--- config.mk ---
export PLATFORM = sky130hd
export DESIGN_NAME = ros_top
export DESIGN_NICKNAME = d
export VERILOG_FILES = /design/src/logic/ros_pkg.sv /design/src/logic/ros_sel_if.sv /design/src/logic/ros_pin_route.sv /design/src/logic/ros_top.sv
export SDC_FILE = /design/constraint.sdc
export NUM_CORES = 1
export LEC_CHECK = 0
export BUFFER_PORTS_ARGS = -buffer_cell sky130_fd_sc_hd__buf_2
export CORE_UTILIZATION = 59
export DETAILED_ROUTE_END_ITERATION = 6
export MAX_ROUTING_LAYER = met4
export PLACE_DENSITY = 0.9
export SLEW_MARGIN = 0
export SYNTH_ARGS = -nofsm -noshare
export SYNTH_HDL_FRONTEND = slang
export SYNTH_SLANG_ARGS = --single-unit
export TNS_END_PERCENT = 50
--- constraint.sdc ---
create_clock -name pclk -period 6.2 [get_ports pclk]
set_clock_uncertainty 0.05 [all_clocks]
set_input_delay 1.86 -clock pclk [delete_from_list [all_inputs] [get_ports pclk]]
set_output_delay 1.86 -clock pclk [all_outputs]
set_load 0.01 [all_outputs]
--- src/logic/ros_pkg.sv ---
/*
  ros_pkg: constants and types shared by the remappable output select block.
  Assumes a 32-bit APB with 12 address bits; one register per aligned word.
*/
package ros_pkg;

  localparam int ROS_NUM_PINS = 10;
  localparam int ROS_NUM_OUT_REGS = 5;
  localparam int ROS_FN_W = 5;
  localparam int ROS_NUM_FUNCS = 32;
  localparam int ROS_ADDR_W = 12;

  // field positions inside an output-select register
  localparam int ROS_HI_LSB = 8;
  localparam int ROS_LO_LSB = 0;

  // status register field positions
  localparam int ROS_STAT_DRIVE_LSB = 0;
  localparam int ROS_STAT_LEVEL_LSB = 16;

  // register byte offsets
  localparam logic [ROS_ADDR_W-1:0] ROS_OFF_OUT_PINS_0_1 = 12'h000;
  localparam logic [ROS_ADDR_W-1:0] ROS_OFF_OUT_PINS_2_3 = 12'h004;
  localparam logic [ROS_ADDR_W-1:0] ROS_OFF_OUT_PINS_4_5 = 12'h008;
  localparam logic [ROS_ADDR_W-1:0] ROS_OFF_OUT_PINS_6_7 = 12'h00C;
  localparam logic [ROS_ADDR_W-1:0] ROS_OFF_OUT_PINS_8_9 = 12'h010;
  localparam logic [ROS_ADDR_W-1:0] ROS_OFF_INPUT_SELECT = 12'h014;
  localparam logic [ROS_ADDR_W-1:0] ROS_OFF_STATUS = 12'h018;

  // reset values
  localparam logic [15:0] ROS_OUT_RESET = 16'h0000;
  localparam logic [4:0] ROS_FN_RESET = 5'h00;
  localparam logic [4:0] ROS_IN_SEL_RESET = 5'h1F;

  // implemented bits of an output-select register
  localparam logic [15:0] ROS_OUT_IMPL_MASK = 16'h1F1F;

  // function numbers that have a peripheral behind them; code 0 never does
  localparam logic [31:0] ROS_FUNC_IMPL = 32'h001F_FFFE;

  typedef logic [ROS_FN_W-1:0] ros_fn_t;

  typedef enum logic {
    ROS_APB_IDLE,
    ROS_APB_ACCESS
  } ros_apb_state_t;

endpackage

--- src/logic/ros_sel_if.sv ---
/*
  ros_sel_if: carries the per-pin function selects from the register file to
  the pin router. Both ends sit on the same pclk domain.
*/
`timescale 1ns/1ps
interface ros_sel_if;
  import ros_pkg::*;

  logic [ROS_NUM_PINS-1:0][ROS_FN_W-1:0] sel;
  logic [ROS_NUM_PINS-1:0] drive_active;

  modport ctl (output sel, input drive_active);
  modport route (input sel, output drive_active);
endinterface

--- src/logic/ros_pin_route.sv ---
/*
  ros_pin_route: per-pin output crossbar; picks a peripheral output by
  function number, or hands the pin back to its port logic.
  Assumes peripheral and port signals come from pclk logic.
*/
`timescale 1ns/1ps
module ros_pin_route
  import ros_pkg::*;
(
  input wire logic pclk, // system clock
  input wire logic presetn, // async reset, active low
  ros_sel_if.route sel_if, // selects in, drive state out
  input wire logic [ROS_NUM_FUNCS-1:0] periph_data, // peripheral outputs by number
  input wire logic [ROS_NUM_PINS-1:0] port_out, // ordinary port data
  input wire logic [ROS_NUM_PINS-1:0] port_oe, // ordinary port enable
  output logic [ROS_NUM_PINS-1:0] pin_out, // pin data
  output logic [ROS_NUM_PINS-1:0] pin_oe // pin enable, high drives
);
  import ros_pkg::*;

  logic [ROS_NUM_PINS-1:0] act_ff;

  genvar p;
  generate
    for (p = 0; p < ROS_NUM_PINS; p++) begin : g_pin
      logic fn_valid;
      // code 0 and unassigned codes leave the pin to port logic
      assign fn_valid = ROS_FUNC_IMPL[sel_if.sel[p]];

      always_ff @(posedge pclk or negedge presetn) begin
        if (!presetn) begin
          pin_out[p] <= 1'b0;
          pin_oe[p] <= 1'b0;
          act_ff[p] <= 1'b0;
        end else begin
          pin_out[p] <= fn_valid ? periph_data[sel_if.sel[p]] : port_out[p];
          pin_oe[p] <= fn_valid | port_oe[p];
          act_ff[p] <= fn_valid;
        end
      end
    end
  endgenerate

  assign sel_if.drive_active = act_ff;
endmodule // ros_pin_route

--- src/logic/ros_top.sv ---
/*
  ros_top: remappable output select block with an APB register file.
  Five output-select registers route peripheral outputs onto pins 0..9;
  one input-select field routes a pin back to a peripheral input.
  Assumes a single pclk domain; pin inputs are asynchronous.

*/
// Decided for this implementation: the address map and the APB register port.
`timescale 1ns/1ps
module ros_top
  import ros_pkg::*;
(
  input wire logic pclk, // system clock, 200 MHz
  input wire logic presetn, // async reset, active low
  input wire logic psel, // apb select
  input wire logic penable, // apb enable
  input wire logic pwrite, // apb direction, high writes
  input wire logic [ROS_ADDR_W-1:0] paddr, // apb byte address
  input wire logic [31:0] pwdata, // apb write data
  input wire logic [3:0] pstrb, // apb byte strobes
  output logic [31:0] prdata, // apb read data
  output logic pready, // apb ready
  output logic pslverr, // apb error, unmapped address
  input wire logic [ROS_NUM_FUNCS-1:0] periph_data, // peripheral outputs
  input wire logic [ROS_NUM_PINS-1:0] port_out, // ordinary port data
  input wire logic [ROS_NUM_PINS-1:0] port_oe, // ordinary port enable
  input wire logic [ROS_NUM_PINS-1:0] pin_in, // pin levels, asynchronous
  output logic [ROS_NUM_PINS-1:0] pin_out, // pin data
  output logic [ROS_NUM_PINS-1:0] pin_oe, // pin enable, high drives
  output logic periph_in // routed peripheral input
);
  import ros_pkg::*;

  // bus state
  ros_apb_state_t state_ff;
  ros_apb_state_t nxt_state;
  logic pready_ff;
  logic nxt_pready;
  logic pslverr_ff;
  logic nxt_pslverr;
  logic [31:0] prdata_ff;
  logic [31:0] nxt_prdata;

  // register contents
  logic [ROS_NUM_PINS-1:0][ROS_FN_W-1:0] sel_ff;
  logic [ROS_FN_W-1:0] in_sel_ff;

  // pin input synchroniser and routed input
  logic [ROS_NUM_PINS-1:0] pin_meta_ff;
  logic [ROS_NUM_PINS-1:0] pin_sync_ff;
  logic periph_in_ff;
  logic nxt_periph_in;

  // decode
  logic word_aligned;
  logic [ROS_ADDR_W-1:0] word_addr;
  logic hit_out;
  logic hit_in_sel;
  logic hit_status;
  logic mapped;
  logic setup_phase;
  logic access_done;
  logic wr_fire;
  logic [2:0] out_idx;
  logic [15:0] out_word;
  logic [31:0] status_word;

  ros_sel_if sel_bus ();

  // pin router

  assign sel_bus.sel = sel_ff;

  ros_pin_route u_route (
    .pclk(pclk),
    .presetn(presetn),
    .sel_if(sel_bus),
    .periph_data(periph_data),
    .port_out(port_out),
    .port_oe(port_oe),
    .pin_out(pin_out),
    .pin_oe(pin_oe)
  );

  // address decode

  assign word_aligned = (paddr[1:0] == 2'b00);
  assign word_addr = {paddr[ROS_ADDR_W-1:2], 2'b00};

  always_comb begin
    hit_out = 1'b0;
    out_idx = 3'd0;
    unique case (word_addr)
      ROS_OFF_OUT_PINS_0_1: begin
        hit_out = 1'b1;
        out_idx = 3'd0;
      end
      ROS_OFF_OUT_PINS_2_3: begin
        hit_out = 1'b1;
        out_idx = 3'd1;
      end
      ROS_OFF_OUT_PINS_4_5: begin
        hit_out = 1'b1;
        out_idx = 3'd2;
      end
      ROS_OFF_OUT_PINS_6_7: begin
        hit_out = 1'b1;
        out_idx = 3'd3;
      end
      ROS_OFF_OUT_PINS_8_9: begin
        hit_out = 1'b1;
        out_idx = 3'd4;
      end
      default: begin
        hit_out = 1'b0;
        out_idx = 3'd0;
      end
    endcase
  end

  assign hit_in_sel = (word_addr == ROS_OFF_INPUT_SELECT);
  assign hit_status = (word_addr == ROS_OFF_STATUS);
  assign mapped = word_aligned & (hit_out | hit_in_sel | hit_status);

  // apb handshake: answer with no wait state

  assign setup_phase = psel & ~penable;
  assign access_done = (state_ff == ROS_APB_ACCESS) & psel & penable & pready_ff;
  // status is read-only, so a write to it is simply dropped
  assign wr_fire = access_done & pwrite & mapped;

  always_comb begin
    nxt_state = state_ff;
    unique case (state_ff)
      ROS_APB_IDLE: begin
        if (setup_phase) begin
          nxt_state = ROS_APB_ACCESS;
        end
      end
      ROS_APB_ACCESS: begin
        if (access_done) begin
          nxt_state = ROS_APB_IDLE;
        end
      end
    endcase
  end

  always_ff @(posedge pclk or negedge presetn) begin
    if (!presetn) begin
      state_ff <= ROS_APB_IDLE;
    end else begin
      state_ff <= nxt_state;
    end
  end

  // ready and error are set up in the setup cycle, dropped after the access
  assign nxt_pready = (state_ff == ROS_APB_IDLE) & setup_phase;
  assign nxt_pslverr = (state_ff == ROS_APB_IDLE) & setup_phase & ~mapped;

  always_ff @(posedge pclk or negedge presetn) begin
    if (!presetn) begin
      pready_ff <= 1'b0;
      pslverr_ff <= 1'b0;
    end else begin
      pready_ff <= nxt_pready;
      pslverr_ff <= nxt_pslverr;
    end
  end

  // read data

  always_comb begin
    out_word = ROS_OUT_RESET;
    out_word[ROS_HI_LSB +: ROS_FN_W] = sel_ff[2 * out_idx + 1];
    out_word[ROS_LO_LSB +: ROS_FN_W] = sel_ff[2 * out_idx];
    out_word = out_word & ROS_OUT_IMPL_MASK;
  end

  always_comb begin
    status_word = 32'h0000_0000;
    status_word[ROS_STAT_DRIVE_LSB +: ROS_NUM_PINS] = sel_bus.drive_active;
    status_word[ROS_STAT_LEVEL_LSB +: ROS_NUM_PINS] = pin_sync_ff;
  end

  always_comb begin
    nxt_prdata = 32'h0000_0000;
    if (!word_aligned || pwrite) begin
      nxt_prdata = 32'h0000_0000;
    end else if (hit_out) begin
      nxt_prdata = {16'h0000, out_word};
    end else if (hit_in_sel) begin
      nxt_prdata = {27'h000_0000, in_sel_ff};
    end else if (hit_status) begin
      nxt_prdata = status_word;
    end
  end

  // latched in the setup cycle; the master holds the address through access
  always_ff @(posedge pclk or negedge presetn) begin
    if (!presetn) begin
      prdata_ff <= 32'h0000_0000;
    end else if ((state_ff == ROS_APB_IDLE) && setup_phase) begin
      prdata_ff <= nxt_prdata;
    end else if (access_done) begin
      prdata_ff <= 32'h0000_0000;
    end
  end

  assign prdata = prdata_ff;
  assign pready = pready_ff;
  assign pslverr = pslverr_ff;

  // output-select fields, one 5-bit field per pin

  genvar p;
  generate
    for (p = 0; p < ROS_NUM_PINS; p++) begin : g_sel
      localparam int REG_IDX = p / 2;
      localparam int FLD_LSB = (p % 2 == 1) ? ROS_HI_LSB : ROS_LO_LSB;
      localparam int LANE = p % 2;
      logic fld_wr;

      // odd pins sit in the upper byte lane, even pins in the lower
      assign fld_wr = wr_fire & hit_out & (out_idx == 3'(REG_IDX)) & pstrb[LANE];

      always_ff @(posedge pclk or negedge presetn) begin
        if (!presetn) begin
          sel_ff[p] <= ROS_FN_RESET;
        end else if (fld_wr) begin
          // only the 5 field bits are stored; 15:13 and 7:5 are dropped
          sel_ff[p] <= pwdata[FLD_LSB +: ROS_FN_W];
        end
      end
    end
  endgenerate

  // input-select field

  always_ff @(posedge pclk or negedge presetn) begin
    if (!presetn) begin
      in_sel_ff <= ROS_IN_SEL_RESET;
    end else if (wr_fire && hit_in_sel && pstrb[0]) begin
      in_sel_ff <= pwdata[ROS_FN_W-1:0];
    end
  end

  // pin levels cross in through two flops before anything looks at them

  always_ff @(posedge pclk or negedge presetn) begin
    if (!presetn) begin
      pin_meta_ff <= '0;
      pin_sync_ff <= '0;
    end else begin
      pin_meta_ff <= pin_in;
      pin_sync_ff <= pin_meta_ff;
    end
  end

  // codes past the last pin tie the peripheral input low
  always_comb begin
    nxt_periph_in = 1'b0;
    if (in_sel_ff < 5'(ROS_NUM_PINS)) begin
      nxt_periph_in = pin_sync_ff[in_sel_ff[3:0]];
    end
  end

  always_ff @(posedge pclk or negedge presetn) begin
    if (!presetn) begin
      periph_in_ff <= 1'b0;
    end else begin
      periph_in_ff <= nxt_periph_in;
    end
  end

  assign periph_in = periph_in_ff;

endmodule // ros_top

==> run metrics, run 1 <==
setup repair after global routing missed its margin false; die area 0.01303 mm2; fillers 832; Peak Freq 0.2385 GHz; TritonCTS Buffers 17; fin cells 899; Levels on crit path 6; status finished, final reports clean; Worst R2R Path Depth 5; synthesis-stage register bit count 132; required time of the critical path 6.52 ns; clock sink count 132; Critical Path Start Type primary input; Final Hold Viols 0; Final ANT Viol Nets 0; Post-Synth Simple-Gate Area 11.50%; top post-synthesis cells by count dfrtp_1, mux2_2, mux4_2; via-per-instance ratio 6.841; Peak VDD IR 0.1543 mV; design area 0.008628 mm2; share of layout cells above drive strength 1 41.31%; ys async rst share 100.0%; CTS H-tree lvls 4; synthesized area 0.007423 mm2; CP delay by family, top simple AND/OR/NAND/NOR gates; first-pass GRT wire length 33290 um; hold-critical path depth 0; Post-synth EDFFs 0; Port Buffers 124; Main synth FF type dfrtp_1; router iterations before antenna repair 5; compound-cell area share of the yosys netlist 12.81%; CTS max path bufs 2; Worst path max stage delay 0.79 ns; Crit path arrival time 4.51 ns; later-pin clock latency in the skew report 0.43 ns; Die Span Y 114.2 um; initial antenna violation count 0; cts hold-fix bufs 0; clock-pin slew on the worst setup and hold paths 0.06 ns; top-count cell post-synth dfrtp_1; post-synthesis mux area share 26.83%; Worst slew margin 41.61%; Worst Slack Setup Final 2.008 ns; post-placement cell count 867; Post-DP Area 0.008003 mm2; crit end category register; FP Rows 40; via count 6150; worst reg2reg path startpoint state_ff$_DFF_PN0_; CTS tree yes; Seq. cell area 0.003309 mm2; RR Endpoint prdata[8]$_DFFE_PN0P_; PostCTS Resize Cnt 0; Hold Startpoint pin_meta_ff[3]$_DFF_PN0_; post-synthesis sequential area ratio 44.58%; gpl congestion 0.9341; largest net degree at the start of global routing 92; DRC Markers 0; Place WS 1.625 ns; # IOs 170; Final Critical Period 4.192 ns; Max Cap Violations 0; CTS root buf clkbuf_16; critical path class primary input to register; Yosys warnings 0; area of the multi-input gates 0.003830 mm2; Initial Util 61.04%; CP max FO 15; GRT Overall Usage 35.89%; top post-synthesis cells by area dfrtp_1, mux4_2, mux2_2; Cells after Synth 633; Remaining Overflow, GRT 0; Synth cell types 49; wire per inst 23.87 um; FF-to-FF setup slack 3.33 ns; area share of the largest cell type after synthesis 42.81%; DR iter-0 viols 798; worst hold path type register to register; Slew @ Worst Pin 0.8754 ns; total wire length 21460 um; DP HPWL 14220 um; slowest CP cell and2_0; Synth area leader dfrtp_1; final setup TNS 0 ns; Leakage 3.918 nW; Buf+Inv Stages, Crit Path 1; fin. max-slew vios 0; vias in the first global route 6228; nets@finish 833; Avg Inst Size Synth 11.73 um2; Final period util 67.61%; core area 0.01216 mm2; largest family of logic cells by synthesized area multiplexers; xor and xnor area share after synthesis 0%; Cell Chain, Critical Path buf_2 > or4_1 > nor4_2 > and2_0 > a22oi_1 > nand3_1; Final Util 70.95%; final setup violation count 0; Post-Synth Adder-Cell Area 0%; Worst Hold End pin_sync_ff[3]$_DFF_PN0_; post-CTS setup buffers 0; Chip Width 114.2 um; Ant. Diodes 0; P&R area growth vs syn 16.23%; Pwr per Cell Area 244.3 mW/mm2
==> per-stage QoR <==
step	hold slack (ns)	total power, mW
finish	0.2960	2.108
global route	0.3150	2.160
CTS	0.3021	2.111
detailed placement	0.2857	1.050
global placement	0.2850	1.044
floorplan	0.2812	0.9651
==> state kept, by name, summed over array words and instances (netlist names), 5 cells and up <==
signal,count
pin_meta_ff,10
u_route.pin_out,10
u_route.pin_oe,10
prdata,23
sel_bus.sel,50
in_sel_ff,5
u_route.sel_if.drive_active,10
pin_sync_ff,10
==> worst register-to-register path: stages, from the launching register on <==
cell and delay [ns]:
dfrtp_1 0.40, or3b_2 0.54, nor4_2 0.68, and2_0 0.79, a22oi_1 0.22, nand3_1 0.14
==> area by class of cell <==
class                      instances  area share [%]
tap                              168           2.436
inverter                           3          0.1305
multi-input combinational        438           44.39
sequential                       132           38.36
timing repair buffer             126           7.439
clock buffer                      19           5.249
clock inverter                    13           2.001
==> layer usage <==
layer / GRT usage [%] / up-vias / part of all wire, %
met2: 55.11 / 510 / 48
met4: 18.53 / 0 / 4.1
met1: 43.20 / 2976 / 36
li1: - / 2564 / -
met5: - / - / 0
met3: 10.59 / 100 / 12
==> power by group <==
part	switching, mW	leakage [nW]	internal (mW)	total [mW]
combinational	0.0994	1.89	0.0600	0.159
sequential	0.00487	1.73	0.875	0.880
clock	0.408	0.299	0.660	1.07
total	0.513	3.92	1.60	2.11
==> cells by family (layout without fill, tap and decap cells) <==
family                 count (synthesis)  after routing
buffers and inverters                 71            161
AND/OR/NAND/NOR                      151            151
AO/OA/AOI/OAI                        139            139
flip-flops                           132            132
multiplexers                         139            139
other                                  1              9
==> worst max path at each step <==
stage | from | to | slack [ns]
global placement | paddr[9] | prdata[9]$_DFFE_PN0P_ | 1.67
finish | paddr[9] | prdata[8]$_DFFE_PN0P_ | 2.01
floorplan | paddr[9] | sel_bus.sel[40]$_DFFE_PN0P_ | 2.26
CTS | paddr[9] | prdata[8]$_DFFE_PN0P_ | 2.06
global route | paddr[9] | prdata[9]$_DFFE_PN0P_ | 1.89
detailed placement | paddr[9] | prdata[9]$_DFFE_PN0P_ | 1.63
==> layout by cell type, fill, tap and decap left out, types with 15 or more instances in the layout <==
master	synthesis	routed
mux2i_1	28	28
nand2_1	24	24
a32oi_1	15	15
or2_2	20	20
dfrtp_1	127	127
nor2_1	23	23
mux2_2	70	70
buf_2	11	123
clkbuf_16	0	17
a21oi_1	36	36
mux4_2	41	41
o21ai_0	20	20
Power figures use the tool's default switching activity.
==> run 2: changes to the inputs <==
--- a/config.mk
+++ b/config.mk
@@ -6,10 +6,10 @@
 export NUM_CORES = 1
 export LEC_CHECK = 0
 export BUFFER_PORTS_ARGS = -buffer_cell sky130_fd_sc_hd__buf_2
-export CORE_UTILIZATION = 59
+export CORE_UTILIZATION = 55
 export DETAILED_ROUTE_END_ITERATION = 6
 export MAX_ROUTING_LAYER = met4
-export PLACE_DENSITY = 0.9
+export PLACE_DENSITY = 0.85
 export SLEW_MARGIN = 0
 export SYNTH_ARGS = -nofsm -noshare
 export SYNTH_HDL_FRONTEND = slang
==> constraint.sdc (replaced) <==
create_clock -name pclk -period 4.3 [get_ports pclk]
set_clock_uncertainty 0.05 [all_clocks]
set_input_delay 1.29 -clock pclk [delete_from_list [all_inputs] [get_ports pclk]]
set_output_delay 1.29 -clock pclk [all_outputs]
set_load 0.01 [all_outputs]
==> run metrics, run 2 (synthesis results as in run 1) <==
Clock Power Share 50.5% (was 50.7%); later-pin clock latency in the skew report 0.42 ns (was 0.43 ns); wire per inst 23.47 um (was 23.87 um); vias in the first global route 6309 (was 6228); total wire length 21380 um (was 21460 um); FF-to-FF setup slack 2.10 ns (was 3.33 ns); Remaining Overflow, GRT 0 (unchanged); fin. max-slew vios 0 (unchanged); Max Cap Violations 0 (unchanged); Internal 2.302 mW (was 1.596 mW); Final Critical Period 3.408 ns; Leakage 3.938 nW (was 3.918 nW); first-pass GRT wire length 33670 um (was 33290 um); Worst R2R Path Depth 6 (was 5); worst hold path type register to register (unchanged); core area 0.01319 mm2 (was 0.01216 mm2); DR iter-0 viols 579 (was 798); DP HPWL 14650 um (was 14220 um); worst setup path start paddr[9] (unchanged); setup repair after global routing missed its margin false (unchanged); Flop pwr share 41.9% (was 41.8%); Critical Path Start Type primary input (unchanged); cts hold-fix bufs 0 (unchanged); post-placement cell count 879 (was 867); via-per-instance ratio 6.662 (was 6.841); Final period util 79.27%; Worst slew margin 45.08% (was 41.61%); area of the multi-input gates 0.003830 mm2 (unchanged); crit end category register (unchanged); router iterations before antenna repair 5 (unchanged); critical path class primary input to register (unchanged); Crit path arrival time 3.66 ns (was 4.51 ns); Sw Share 24.05% (was 24.31%); Port Buffers 124 (unchanged); Initial Util 56.28% (was 61.04%); Ant. Diodes 0 (unchanged); Psw 0.7287 mW (was 0.5125 mW); commonest non-fill, non-tap cell in the layout dfrtp_1 (unchanged); die area 0.01397 mm2 (was 0.01303 mm2); hold-critical path depth 0 (unchanged); CTS tree yes (unchanged); clock-pin slew on the worst setup and hold paths 0.06 ns (about the same); initial antenna violation count 0 (unchanged); clock sink count 132 (unchanged); fin cells 911 (was 899); Hold Startpoint pin_meta_ff[9]$_DFF_PN0_ (was pin_meta_ff[3]$_DFF_PN0_); required time of the critical path 4.55 ns (was 6.52 ns); Die Span Y 118.2 um (was 114.2 um); worst reg2reg path startpoint state_ff$_DFF_PN0_ (unchanged); status finished, final reports clean (unchanged); share of layout cells above drive strength 1 41.63% (was 41.31%); post-CTS setup buffers 0 (unchanged); Pwr per Cell Area 349.6 mW/mm2 (was 244.3 mW/mm2); CTS max path bufs 2 (unchanged); CP max FO 10 (was 15); most frequent cells in the layout dfrtp_1, buf_2, mux2_2, mux4_2, a21oi_1 (unchanged); largest net degree at the start of global routing 91 (was 92); TritonCTS Buffers 17 (unchanged); DRC Markers 0 (unchanged); Final ANT Viol Nets 0 (unchanged); # IOs 170 (unchanged); FP Rows 42 (was 40); P&R area growth vs syn 16.77% (was 16.23%); CTS root buf clkbuf_16 (unchanged); fillers 962 (was 832); Slew @ Worst Pin 0.8238 ns (was 0.8754 ns); Final Hold Viols 0 (unchanged); Hold WS 0.2952 ns (was 0.2960 ns); PostCTS Resize Cnt 0 (unchanged); CTS H-tree lvls 4 (unchanged); RR Endpoint prdata[22]$_DFFE_PN0P_ (was prdata[8]$_DFFE_PN0P_); Peak VDD IR 0.2646 mV (was 0.1543 mV); Peak Freq 0.2934 GHz; nets@finish 837 (was 833); final setup TNS 0 ns (unchanged); via count 6069 (was 6150); max reg flops 50 (unchanged); gpl congestion 0.9513 (was 0.9341); Worst Hold End pin_sync_ff[9]$_DFF_PN0_ (was pin_sync_ff[3]$_DFF_PN0_); Combinational Power Share 7.7% (was 7.6%); Final Util 65.72% (was 70.95%); Chip Width 118.2 um (was 114.2 um); Seq. cell area 0.003309 mm2 (unchanged); GRT Overall Usage 33.01% (was 35.89%); final setup violation count 0 (unchanged)
## run 2: cell count changes in the layout (fill, tap and decap cells not counted)
cell / change
buf_4: +4
## run 2: through the flow
| stage | setup slack, ns | power [mW] | cell area [um2] |
|---|---|---|---|
| global route | 0.7977 | 3.119 | 8668 |
| floorplan | 0.9341 | 1.392 | 7453 |
| finish | 0.8916 | 3.030 | 8668 |
| global placement | 0.5564 | 1.508 | 8043 |
| CTS | 0.9029 | 3.038 | 8668 |
| detailed placement | 0.4654 | 1.516 | 8043 |
## run 2: worst max-delay path by stage
stage / to / slack, ns / depth (start not counted)
after global routing: sel_bus.sel[35]$_DFFE_PN0P_ / 0.80 / 6
after floorplan: sel_bus.sel[40]$_DFFE_PN0P_ / 0.93 / 6
after detailed placement: sel_bus.sel[35]$_DFFE_PN0P_ / 0.47 / 6
after CTS: sel_bus.sel[35]$_DFFE_PN0P_ / 0.90 / 6
after global placement: sel_bus.sel[35]$_DFFE_PN0P_ / 0.56 / 6
final: sel_bus.sel[35]$_DFFE_PN0P_ / 0.89 / 6
## run 2: worst max-delay path, stage by stage
cell and delay, ns:
buf_2 0.09, or4_1 0.72, or2_4 0.34, nor3_2 0.35, and4_1 0.47, mux2_2 0.39
## run 2: power groups by stage
stage / registers, mW / logic, mW / clock network, mW
global placement: 1.29 / 0.219 / 0
finish: 1.27 / 0.232 / 1.53
floorplan: 1.30 / 0.0960 / 0
global route: 1.27 / 0.248 / 1.60
detailed placement: 1.29 / 0.225 / 0
CTS: 1.27 / 0.229 / 1.54
## run 2: layer usage
| metal | GRT usage, % | share of wire [%] | vias to the layer above |
|---|---|---|---|
| met3 | 7.481 | 10 | 73 |
| met1 | 42.25 | 39 | 3009 |
| li1 | - | - | 2570 |
| met5 | - | 0 | - |
| met2 | 50.33 | 48 | 417 |
| met4 | 15.14 | 3.3 | 0 |
## run 2: layout make-up
cell class	instances	area share, %
Clock buffer	19	5.225
Timing Repair Buffer	130	7.751
Clock inverter	13	1.992
Sequential cell	132	38.18
Tap cell	176	2.540
Inverter	3	0.1299
Multi-Input combinational cell	438	44.18
